===== src/asc_regs.vh =====
// Purpose: Constants for the asynchronous static memory port controller.
// Assumes: 200 MHz clock, 5 ns period; 55 ns speed grade of the memory.
// Notes: Timing counts derive from printed times by rounding.
//
// How it works
// - Write needs strobe, select, a lane low
// - Write ends when select or strobe rises
// - Select or strobe high during address change
// - Drive data only after memory outputs disabled
// - Address valid by select falling edge
`ifndef ASC_REGS_VH
`define ASC_REGS_VH
`define ASC_ADDR_W 18
`define ASC_DATA_W 16
`define ASC_CLK_PS 5000
// Least times in ps: cycle, write pulse, data setup, output-off
`define ASC_T_RC_PS 55000
`define ASC_T_WP_PS 40000
`define ASC_T_DW_PS 25000
`define ASC_T_OHZ_PS 20000
`define ASC_RC_CYC ((`ASC_T_RC_PS + `ASC_CLK_PS - 1) / `ASC_CLK_PS)
`define ASC_WP_CYC ((`ASC_T_WP_PS + `ASC_CLK_PS - 1) / `ASC_CLK_PS)
`define ASC_DW_CYC ((`ASC_T_DW_PS + `ASC_CLK_PS - 1) / `ASC_CLK_PS)
`define ASC_OHZ_CYC ((`ASC_T_OHZ_PS + `ASC_CLK_PS - 1) / `ASC_CLK_PS)
`define ASC_CNT_W 5
`endif


===== src/asc_ctrl.v =====
// Purpose: Host controller driving an asynchronous 256K x 16 static memory.
// Assumes: One request at a time; req_ready high means a request with a lane low is taken.
// Notes: Pins change only on clock edges; phases are counted in cycles.
`include "asc_regs.vh"
module asc_ctrl (
  clk,
  resetn,
  req_valid,
  req_ready,
  req_write,
  req_addr,
  req_wdata,
  req_lane_n,
  rsp_valid,
  rsp_rdata,
  word_address,
  device_select_n,
  store_strobe_n,
  drive_enable_n,
  low_lane_enable_n,
  high_lane_enable_n,
  data_pins_in,
  data_pins_out,
  data_pins_oe_n
);
  input wire clk;
  input wire resetn;
  input wire req_valid;
  output wire req_ready;
  input wire req_write;
  input wire [17:0] req_addr;
  input wire [15:0] req_wdata;
  input wire [1:0] req_lane_n;
  output reg rsp_valid;
  output reg [15:0] rsp_rdata;
  output reg [17:0] word_address;
  output reg device_select_n;
  output reg store_strobe_n;
  output reg drive_enable_n;
  output reg low_lane_enable_n;
  output reg high_lane_enable_n;
  input wire [15:0] data_pins_in;
  output reg [15:0] data_pins_out;
  output reg data_pins_oe_n;

  // ==========================================================
  // States and counts
  localparam [5:0] ST_IDLE = 6'b00_0001;
  localparam [5:0] ST_RD = 6'b00_0010;
  localparam [5:0] ST_RD_END = 6'b00_0100;
  localparam [5:0] ST_WR_OFF = 6'b00_1000;
  localparam [5:0] ST_WR = 6'b01_0000;
  localparam [5:0] ST_REC = 6'b10_0000;
  // Read holds four cycles of synchroniser delay beyond access time
  localparam integer RD_INT = `ASC_RC_CYC + 4;
  localparam integer OFF_INT = `ASC_OHZ_CYC;
  localparam integer WP_INT = `ASC_WP_CYC;
  localparam integer REC_INT = `ASC_OHZ_CYC;
  // Counts cut to the counter width on purpose
  localparam [4:0] RD_CNT = RD_INT[4:0];
  localparam [4:0] OFF_CNT = OFF_INT[4:0];
  localparam [4:0] WP_CNT = WP_INT[4:0];
  localparam [4:0] REC_CNT = REC_INT[4:0];

  reg [5:0] state;
  reg [4:0] cnt;
  wire [15:0] rd_sync;

  asc_sync u_sync (
    .clk(clk),
    .resetn(resetn),
    .din(data_pins_in),
    .dout(rd_sync)
  );

  // Lane enables both high would give standby: no access
  function lanes_ok;
    input [1:0] l;
    begin
      lanes_ok = ~(l[0] & l[1]);
    end
  endfunction

  assign req_ready = (state == ST_IDLE);

  // ==========================================================
  // Sequencer
  always @(posedge clk or negedge resetn) begin
    if (!resetn) begin
      state <= ST_IDLE;
      cnt <= 5'h0;
      rsp_valid <= 1'b0;
      rsp_rdata <= 16'h0000;
      word_address <= 18'h0_0000;
      device_select_n <= 1'b1;
      store_strobe_n <= 1'b1;
      drive_enable_n <= 1'b1;
      low_lane_enable_n <= 1'b1;
      high_lane_enable_n <= 1'b1;
      data_pins_out <= 16'h0000;
      data_pins_oe_n <= 1'b1;
    end else begin
      rsp_valid <= 1'b0;
      case (state)
        ST_IDLE: begin
          if (req_valid && lanes_ok(req_lane_n)) begin
            // Address set while select and strobe still high
            word_address <= req_addr;
            low_lane_enable_n <= req_lane_n[0];
            high_lane_enable_n <= req_lane_n[1];
            device_select_n <= 1'b0;
            cnt <= 5'h0;
            if (req_write) begin
              drive_enable_n <= 1'b1;
              data_pins_out <= req_wdata;
              state <= ST_WR_OFF;
            end else begin
              drive_enable_n <= 1'b0;
              state <= ST_RD;
            end
          end
        end
        ST_RD: begin
          // Data follows address asynchronously; sample after access
          cnt <= cnt + 5'h1;
          if (cnt == RD_CNT) begin
            rsp_rdata <= rd_sync;
            rsp_valid <= 1'b1;
            device_select_n <= 1'b1;
            drive_enable_n <= 1'b1;
            cnt <= 5'h0;
            state <= ST_RD_END;
          end
        end
        ST_RD_END: begin
          // Let memory outputs turn off before anything else
          cnt <= cnt + 5'h1;
          if (cnt == OFF_CNT) begin
            low_lane_enable_n <= 1'b1;
            high_lane_enable_n <= 1'b1;
            state <= ST_IDLE;
          end
        end
        ST_WR_OFF: begin
          // Strobe low disables memory drivers; data driven on the same edge
          store_strobe_n <= 1'b0;
          data_pins_oe_n <= 1'b0;
          cnt <= 5'h0;
          state <= ST_WR;
        end
        ST_WR: begin
          cnt <= cnt + 5'h1;
          if (cnt == WP_CNT) begin
            // Strobe rises first and ends the write
            store_strobe_n <= 1'b1;
            cnt <= 5'h0;
            state <= ST_REC;
          end
        end
        ST_REC: begin
          // Data held one cycle past strobe edge, then released
          data_pins_oe_n <= 1'b1;
          device_select_n <= 1'b1;
          cnt <= cnt + 5'h1;
          if (cnt == REC_CNT) begin
            low_lane_enable_n <= 1'b1;
            high_lane_enable_n <= 1'b1;
            state <= ST_IDLE;
          end
        end
        default: begin
          state <= ST_IDLE;
        end
      endcase
    end
  end
endmodule // asc_ctrl


===== src/asc_sync.v =====
// Purpose: Three-stage synchroniser for the read data pins.
// Assumes: Input comes from the memory, outside the clock domain.
// Notes: Output updates only when stages two and three agree.
module asc_sync (
  clk,
  resetn,
  din,
  dout
);
  input wire clk;
  input wire resetn;
  input wire [15:0] din;
  output reg [15:0] dout;
  reg [15:0] s1;
  reg [15:0] s2;
  reg [15:0] s3;
  genvar i;
  generate
    for (i = 0; i < 16; i = i + 1) begin : g_bit
      always @(posedge clk or negedge resetn) begin
        if (!resetn) begin
          s1[i] <= 1'b0;
          s2[i] <= 1'b0;
          s3[i] <= 1'b0;
          dout[i] <= 1'b0;
        end else begin
          s1[i] <= din[i];
          s2[i] <= s1[i];
          s3[i] <= s2[i];
          if (s2[i] == s3[i]) begin
            dout[i] <= s3[i];
          end
        end
      end
    end
  endgenerate
endmodule // asc_sync


===== config.mk =====
export PLATFORM = sky130hd
export DESIGN_NAME = asc_ctrl
export DESIGN_NICKNAME = d
export VERILOG_FILES = /design/src/asc_ctrl.v /design/src/asc_sync.v
export VERILOG_INCLUDE_DIRS = /design/src
export SDC_FILE = /design/constraint.sdc
export NUM_CORES = 1
export LEC_CHECK = 0
export ABC_AREA = 1
export BUFFER_PORTS_ARGS = -buffer_cell sky130_fd_sc_hd__clkbuf_2
export CORE_ASPECT_RATIO = 0.5
export CORE_MARGIN = 8
export CORE_UTILIZATION = 48
export CTS_CLUSTER_DIAMETER = 200
export DETAILED_ROUTE_END_ITERATION = 8
export GPL_TIMING_DRIVEN = 0
export PLACE_DENSITY_LB_ADDON = 0.15
export SETUP_SLACK_MARGIN = 0.05
export SKIP_CTS_REPAIR_TIMING = 1
export SLEW_MARGIN = 0
export SYNTH_ARGS = -nofsm -noshare
export SYNTH_HDL_FRONTEND = slang
export SYNTH_HIERARCHICAL = 1
export SYNTH_SLANG_ARGS = --single-unit

===== constraint.sdc =====
create_clock -name clk -period 1.6 [get_ports clk]
set_clock_uncertainty 0.2 [all_clocks]
set_input_delay 0.32 -clock clk [delete_from_list [all_inputs] [get_ports clk]]
set_output_delay 0.32 -clock clk [all_outputs]
set_load 0.005 [all_outputs]

==> Word-level counts from Yosys, hierarchy flattened <==
Index checks and enable logic that the tools add are counted.
{ "word_totals": {"regBits": 132, "input_bits": 56, "out_inout_bits": 58, "word_cells": 151} }
{ "op_classes": {"add_sub_neg": 1, "n_eq_ne": 29, "mux": 26, "n_bitwise": 2, "reduce_logical": 17} }
{ "op_table": {"columns": ["operator", "count"], "rows": [
  ["6-bit one-hot mux with 5 select lines", 1],
  ["5-bit one-hot mux with 5 select lines", 1],
  ["6-bit 2-to-1 mux", 4],
  ["1-bit equality test", 16],
  ["5-bit 2-to-1 mux", 3],
  ["3-bit AND reduction", 4],
  ["5-bit by 4-bit equality test with 1-bit output (second input constant)", 2],
  ["1-bit 2-to-1 mux", 10],
  ["1-bit one-hot mux with 2 select lines", 5],
  ["2-bit AND reduction", 4],
  ["2-bit nonzero test", 4],
  ["6-bit by 1-bit equality test with 1-bit output (second input constant)", 1],
  ["6-bit by 2-bit equality test with 1-bit output (second input constant)", 1],
  ["6-bit by 3-bit equality test with 1-bit output (second input constant)", 1],
  ["6-bit by 4-bit equality test with 1-bit output (second input constant)", 1],
  ["6-bit by 5-bit equality test with 1-bit output (second input constant)", 1],
  ["6-bit equality test (second input constant)", 1],
  ["5-bit by 1-bit adder with 5-bit output (second input constant)", 1],
  ["5-bit by 3-bit equality test with 1-bit output (second input constant)", 1],
  ["5-bit nonzero test", 1],
  ["4-bit 2-to-1 mux", 1],
  ["2-bit by 1-bit inequality test with 1-bit output (second input constant)", 2],
  ["2-bit inequality test (second input constant)", 2],
  ["4-bit AND reduction", 1],
  ["other kinds (6)", 6]
]} }

==> Logic depth before layout (Yosys ltp) <==
Gate-level depths: netlist of run 1.
{ "depth": {"ltp_word": 5, "ltp_mapped": 9, "ltp_nobuf": 9} }

==> By module <==
Netlist of run 1, hierarchy kept.
{ "modules_own_cells": {"columns": ["module", "instances", "cells_per_inst", "area_each_um2", "seq_area_each_um2"], "rows": [
  ["asc_ctrl", 1, 349, 2957.8, 1710.4],
  ["asc_sync", 1, 128, 1861.8, 1601.5]
]} }

==> Worst setup path after synthesis of run 1 <==
Ideal clock, no wire load.
{ "synth_timing": {"kind": "flip-flop to flip-flop", "startpoint": "register cnt[0]", "endpoint": "register state[2]", "setup_time_ns": 0.130, "arrival_time_ns": 1.451, "required_ns": 1.270, "slack_ns": -0.180, "stages_incl_launch_ff": 8, "n_path_buf": 1, "synth_period_minus_slack_ns": 1.780, "path_cell_list": "dfrtp_1 > ha_1 > nand3_1 > inv_1 > ha_1 > nand4_4 > clkbuf_1 > nand2_1"} }
{ "synth_via": {"elab_chain_len": 3, "word_cells_on_any_way": 7, "cone_classes": "eq/ne: 6; reduce/logical: 1"} }
{ "synth_lines": {"columns": ["element", "line", "rtl"], "rows": [
  ["from (decl)", "asc_ctrl.v:66", "reg [4:0] cnt;"],
  ["from (signal assigned)", "asc_ctrl.v:125", "cnt <= cnt + 5'h1;"],
  ["from (signal assigned)", "asc_ctrl.v:137", "cnt <= cnt + 5'h1;"],
  ["from (signal assigned)", "asc_ctrl.v:152", "cnt <= cnt + 5'h1;"],
  ["5-bit by 3-bit equality test with 1-bit output, or another cell as far along", "asc_ctrl.v:138, asc_ctrl.v:165", null],
  ["2-bit by 1-bit inequality test with 1-bit output (no line) or 2-bit inequality test (tied branches)", null, null],
  ["4-bit AND reduction (no line) *", null, null],
  ["to (signal assigned)", "asc_ctrl.v:141", "state <= ST_IDLE;"],
  ["to (signal assigned)", "asc_ctrl.v:168", "state <= ST_IDLE;"],
  ["to (signal assigned)", "asc_ctrl.v:172", "state <= ST_IDLE;"],
  ["to (decl)", "asc_ctrl.v:65", "reg [5:0] state;"]
]} }
Mark *: on every way between the ends. The rest lies on a longest branch, timed or not.
A chain may end at the register's enable or synchronous reset.

==> Worst setup path after layout of run 1 <==
{ "layout_timing": {"startpoint": "register state[0]", "endpoint": "output port req_ready"} }
{ "layout_via": {"elab_chain_len": 1} }
{ "layout_lines": {"columns": ["element", "line", "rtl"], "rows": [
  ["from (signal assigned)", "asc_ctrl.v:90", "state <= ST_IDLE;"],
  ["from (signal assigned)", "asc_ctrl.v:116", "state <= ST_WR_OFF;"],
  ["from (signal assigned)", "asc_ctrl.v:119", "state <= ST_RD;"],
  ["6-bit by 1-bit equality test with 1-bit output", "asc_ctrl.v:84", "assign req_ready = (state == ST_IDLE);"],
  ["to (decl)", "asc_ctrl.v:29", "output wire req_ready;"]
]} }
No other way between the ends.

==> results of run 1 <==
## cells in the mapped netlist, drive strengths merged
library cell,instances,area share (%)
a21oi,18,1.9
buf,7,1.0
clkbuf,3,0.23
dfrtp,125,65
dfstp,7,3.8
ha,4,1.0
inv,40,3.1
nand2,197,16
nand3,27,3.1
nand4,4,0.83
nor2,37,3.5
nor3,1,0.10
o21ai,5,0.52
xnor2,1,0.18
xor2,1,0.18
## critical path, cell delays in order, from the launching register on
cell and delay, ps:
dfstp_2 560, inv_2 60, nor2_4 90, nand3_4 90, inv_2 60, clkbuf_2 100
## registers in the layout, summed over array words and instances (netlist names), 5 cells and up
name,cells
u_sync/s3,16
u_sync/dout,16
word_address,18
u_sync/s1,16
u_sync/s2,16
state,6
cnt,5
rsp_rdata,16
data_pins_out,16
## final timing paths
check                      cells after the start           from          endpoint
min reg2reg                                    0  u_sync/s1[12]     u_sync/s2[12]
max reg2reg                                   10       state[0]   word_address[0]
max in group asynchronous                      3         resetn   device_select_n
max                                            5       state[0]         req_ready
min                                            0  u_sync/s1[12]     u_sync/s2[12]
min in group asynchronous                      2         resetn  data_pins_out[7]
## cell type report
cell class                 count  area [um^2]
clock buffer                  21          460
inverter                      40          160
timing repair buffer         198         1510
tap                          135          169
sequential                   132         3320
fill                         571         2020
clock inverter                11          175
multi-input combinational    296         1670
buffer                        10          116
antenna                        1         2.50
## stage by stage
step / cells / setup TNS, ps
final: 844 / -10680
after floorplan: 477 / -200
after detailed placement: 725 / -9450
after CTS: 757 / -10750
after global routing: 844 / -15420
after global placement: 724 / -267320
## per-layer routing
layer  vias up  routed length (um)  GRT usage, %
li1       1924                   -             -
met1      1990                5580          22.0
met2       162                6170          23.0
met3        26                1020          6.29
met4         0                 310          6.43
met5         -                   0             0
## power breakdown
| part | switching (uW) | internal (uW) |
|---|---|---|
| Sequential | 507 | 4010 |
| Clock | 1440 | 2700 |
| Combinational | 1740 | 1580 |
## logic make-up after synthesis
family | count (synthesis) | share of synthesized area, %
AOI/OAI and AO/OA | 23 | 2.39
xor gates and xnor gates | 2 | 0.364
adders and majority gates | 4 | 1.04
buffers and inverters | 50 | 4.36
DFF | 132 | 68.7
and+or+nand+nor | 266 | 23.1
==> flow_metrics.tcl, run 1 <==
set metrics [dict create \
    seq_area_frac_synth_pct 68.7 \
    slew_viol_final 0 \
    path_max_fanout 3 \
    via_per_inst 4.86 \
    grt_pass1_wl_um 17300 \
    wl_per_cell_um 15.5 \
    status "complete, but fails checks" \
    path_clk_slew_ps 60 \
    p_leak_uw 0.00396 \
    worst_setup_path_end_kind "output pin" \
    setup_viol 65 \
    layout_common_cells "135 x nand2_1, 121 x dfrtp_1, 110 x clkbuf_2" \
    dp_slack_ps -303 \
    cts_tree "built" \
    fin_util_pct 78.9 \
    worstMarginPinSlew_ps 800 \
    hpwl_um 6970 \
    worst_slack_ps -287 \
    drtIter0Drc 186 \
    syn_nets 537 \
    critPathKind "register to output pin" \
    final_area_um2 7580 \
    fin_crit_ps 1890 \
    cts_buffers 17 \
    track_usage_pct 16.3 \
    ir_worst_vdd_mv 0.874 \
    synth.cell_area_um2 4820 \
    drive_above_1_share_pct 41.2 \
    r2r_slack_ps -280 \
    grt_max_degree 68 \
    die_h_um 86.9 \
    overflow 0 \
    row_count 25 \
    die_area_um2 13700 \
    htree_levels 4 \
    rsz0062_at_grt "true" \
    slew_headroom_pct 46.7 \
    hold_violations 0 \
    io_pins 114 \
    max-cap-violations 0 \
    critPathRequiredTime_ps 1080 \
    first_global_vias 3465 \
    route.detailed.drc 0 \
    clock.fmax_mhz 530 \
    hp-class "register to register" \
    ant_nets 0 \
    cp-start-kind "register" \
    via_count 4102 \
    io_buffers 112 \
    syn_avg_cell_area_um2 10.1 \
    num-nets-final 755 \
    ys_seq_elements 132 \
    power_uw 12000 \
    cts_sinks 132 \
    antenna_found_initial 1 \
    dr.pass1.iters 4 \
    ys_types 25 \
    p_per_area_nw_per_um2 1580 \
    arrival_ps 1370 \
    mostFrequentLayoutCell "nand2_1" \
    failed_checks "negative setup slack" \
    timing.hold.ws_ps 148 \
    clock_path_buffers 2 \
    yosysWarnings 6 \
    clock_latency_ps 400 \
    fp.coreArea_um2 9600 \
    place_congestion 0.765 \
    start_util_pct 50.2 \
    cts_root_buf "clkbuf_16" \
    dieWidth_um 158 \
    placedInstanceArea_um2 5650 \
    routed_wl_um 13100 \
    syn_inst 477 \
    fin_crit_sh_pct 118 \
    area_growth_pct 57.3 \
]
Power figures use the tool's default switching activity.
==> run 2, diff against run 1 <==
PLACE_DENSITY = 0.77   (was not set)
PLACE_DENSITY_LB_ADDON = not set   (was 0.15)
==> flow_metrics.tcl, run 2 (synthesis results as in run 1) <==
set metrics [dict create \
    via_per_inst 4.80 \
    fin_crit_sh_pct 119 \
    track_usage_pct 15.9 \
    worstMarginPinSlew_ps 914 \
    mostFrequentLayoutCell "nand2_1" \
    antenna_found_initial 0 \
    ir_worst_vdd_mv 0.911 \
    rsz0062_at_grt "true" \
    place_inst 725 \
    finalSetupTns_ps -13440 \
    ant_nets 0 \
    clock_path_buffers 2 \
    min_path_cells 3 \
    first_global_vias 3696 \
    arrival_ps 2040 \
    largest_reg_flops 18 \
    route.detailed.drc 0 \
    worstRegToRegCells 10 \
    dieWidth_um 158 \
    dr.pass1.iters 6 \
    io_buffers 112 \
    routed_wl_um 13100 \
    area_growth_pct 55.8 \
    cp-start-kind "register" \
    p_per_area_nw_per_um2 1560 \
    grt_pass1_wl_um 17200 \
    die_h_um 86.9 \
    io_pins 114 \
    p_leak_uw 0.00393 \
    worst_setup_path_end_kind "register" \
    hp-class "input port to register" \
    start_util_pct 50.2 \
    die_area_um2 13700 \
    power_uw 11700 \
    num-nets-final 752 \
    ff_latch_area_um2 3310 \
    setup_viol 66 \
    path_clk_slew_ps 60 \
    wl_per_cell_um 15.6 \
    layout_common_cells "128 x nand2_1, 124 x dfrtp_1, 109 x clkbuf_2" \
    cts_buffers 17 \
    timing.hold.ws_ps 12.5 \
    fin_crit_ps 1900 \
    row_count 25 \
    instances_no_fill 841 \
    status "complete, but fails checks" \
    max-cap-violations 0 \
    worst_slack_ps -300 \
    cts_sinks 132 \
    fin_util_pct 78.2 \
    overflow 0 \
    htree_levels 4 \
    place_congestion 0.781 \
    hpwl_um 6910 \
    cts_tree "built" \
    top_register "word_address" \
    fill_cells 583 \
    path_max_fanout 5 \
    critPathRequiredTime_ps 1740 \
    grt_max_degree 109 \
    slew_viol_final 0 \
    multiInputGateArea_um2 1710 \
    clock.fmax_mhz 526 \
    via_count 4038 \
    hold_violations 0 \
    drive_above_1_share_pct 41.1 \
    failed_checks "negative setup slack" \
    critPathKind "register to register" \
    cts_root_buf "clkbuf_16" \
    fp.coreArea_um2 9600 \
    slew_headroom_pct 39.1 \
    drtIter0Drc 177 \
    clock_latency_ps 400 \
]
==> run 2: layer usage <==
| layer | wire, um | share of wire (%) | up-vias | track usage, % |
|---|---|---|---|---|
| li1 | - | - | 1917 | - |
| met3 | 709 | 5.4 | 35 | 4.55 |
| met2 | 6980 | 53 | 110 | 26.7 |
| met5 | 0 | 0 | - | 0 |
| met4 | 303 | 2.3 | 0 | 6.52 |
| met1 | 5090 | 39 | 1976 | 19.1 |
==> run 2: final timing paths <==
kind / start / endpoint / slack, ps
max: state[0] / drive_enable_n / -300
min: req_lane_n[0] / low_lane_enable_n / 10
max reg2reg: state[0] / drive_enable_n / -300
min reg2reg: u_sync/s1[8] / u_sync/s2[8] / 140
max in group asynchronous: resetn / high_lane_enable_n / 270
min in group asynchronous: resetn / data_pins_out[15] / 150
==> run 2: final cells by class <==
cell class / count / area share [%]
Sequential cell: 132 / 44.1
Multi-Input combinational cell: 297 / 22.7
Timing Repair Buffer: 194 / 19.5
Clock buffer: 20 / 6.08
Tap cell: 135 / 2.25
Inverter: 40 / 2.13
Clock inverter: 12 / 1.72
Buffer: 10 / 1.43
Antenna cell: 1 / 0.0333
==> run 2: critical path, stage by stage (launching register included) <==
cell and delay (ps):
dfstp_2 550, inv_2 50, nor2_4 90, nand3_4 90, buf_12 150, buf_12 120
nor2_4 170, inv_4 80, clkbuf_16 170, o21ai_2 90, nand2_4 60
==> run 2: power by group <==
part	switching (uW)	internal, uW
Sequential	520	4010
Clock	1440	2370
Combinational	1750	1650
Total	3710	8030
==> run 2: per-stage QoR <==
stage / instance area [um^2] / worst slack (ps)
4_1_cts: 6230 / -374
3_3_place_gp: 5610 / -2000
5_1_grt: 7510 / -370
2_1_floorplan: 4880 / -14.3
6_report: 7510 / -300
3_5_place_dp: 5650 / -262
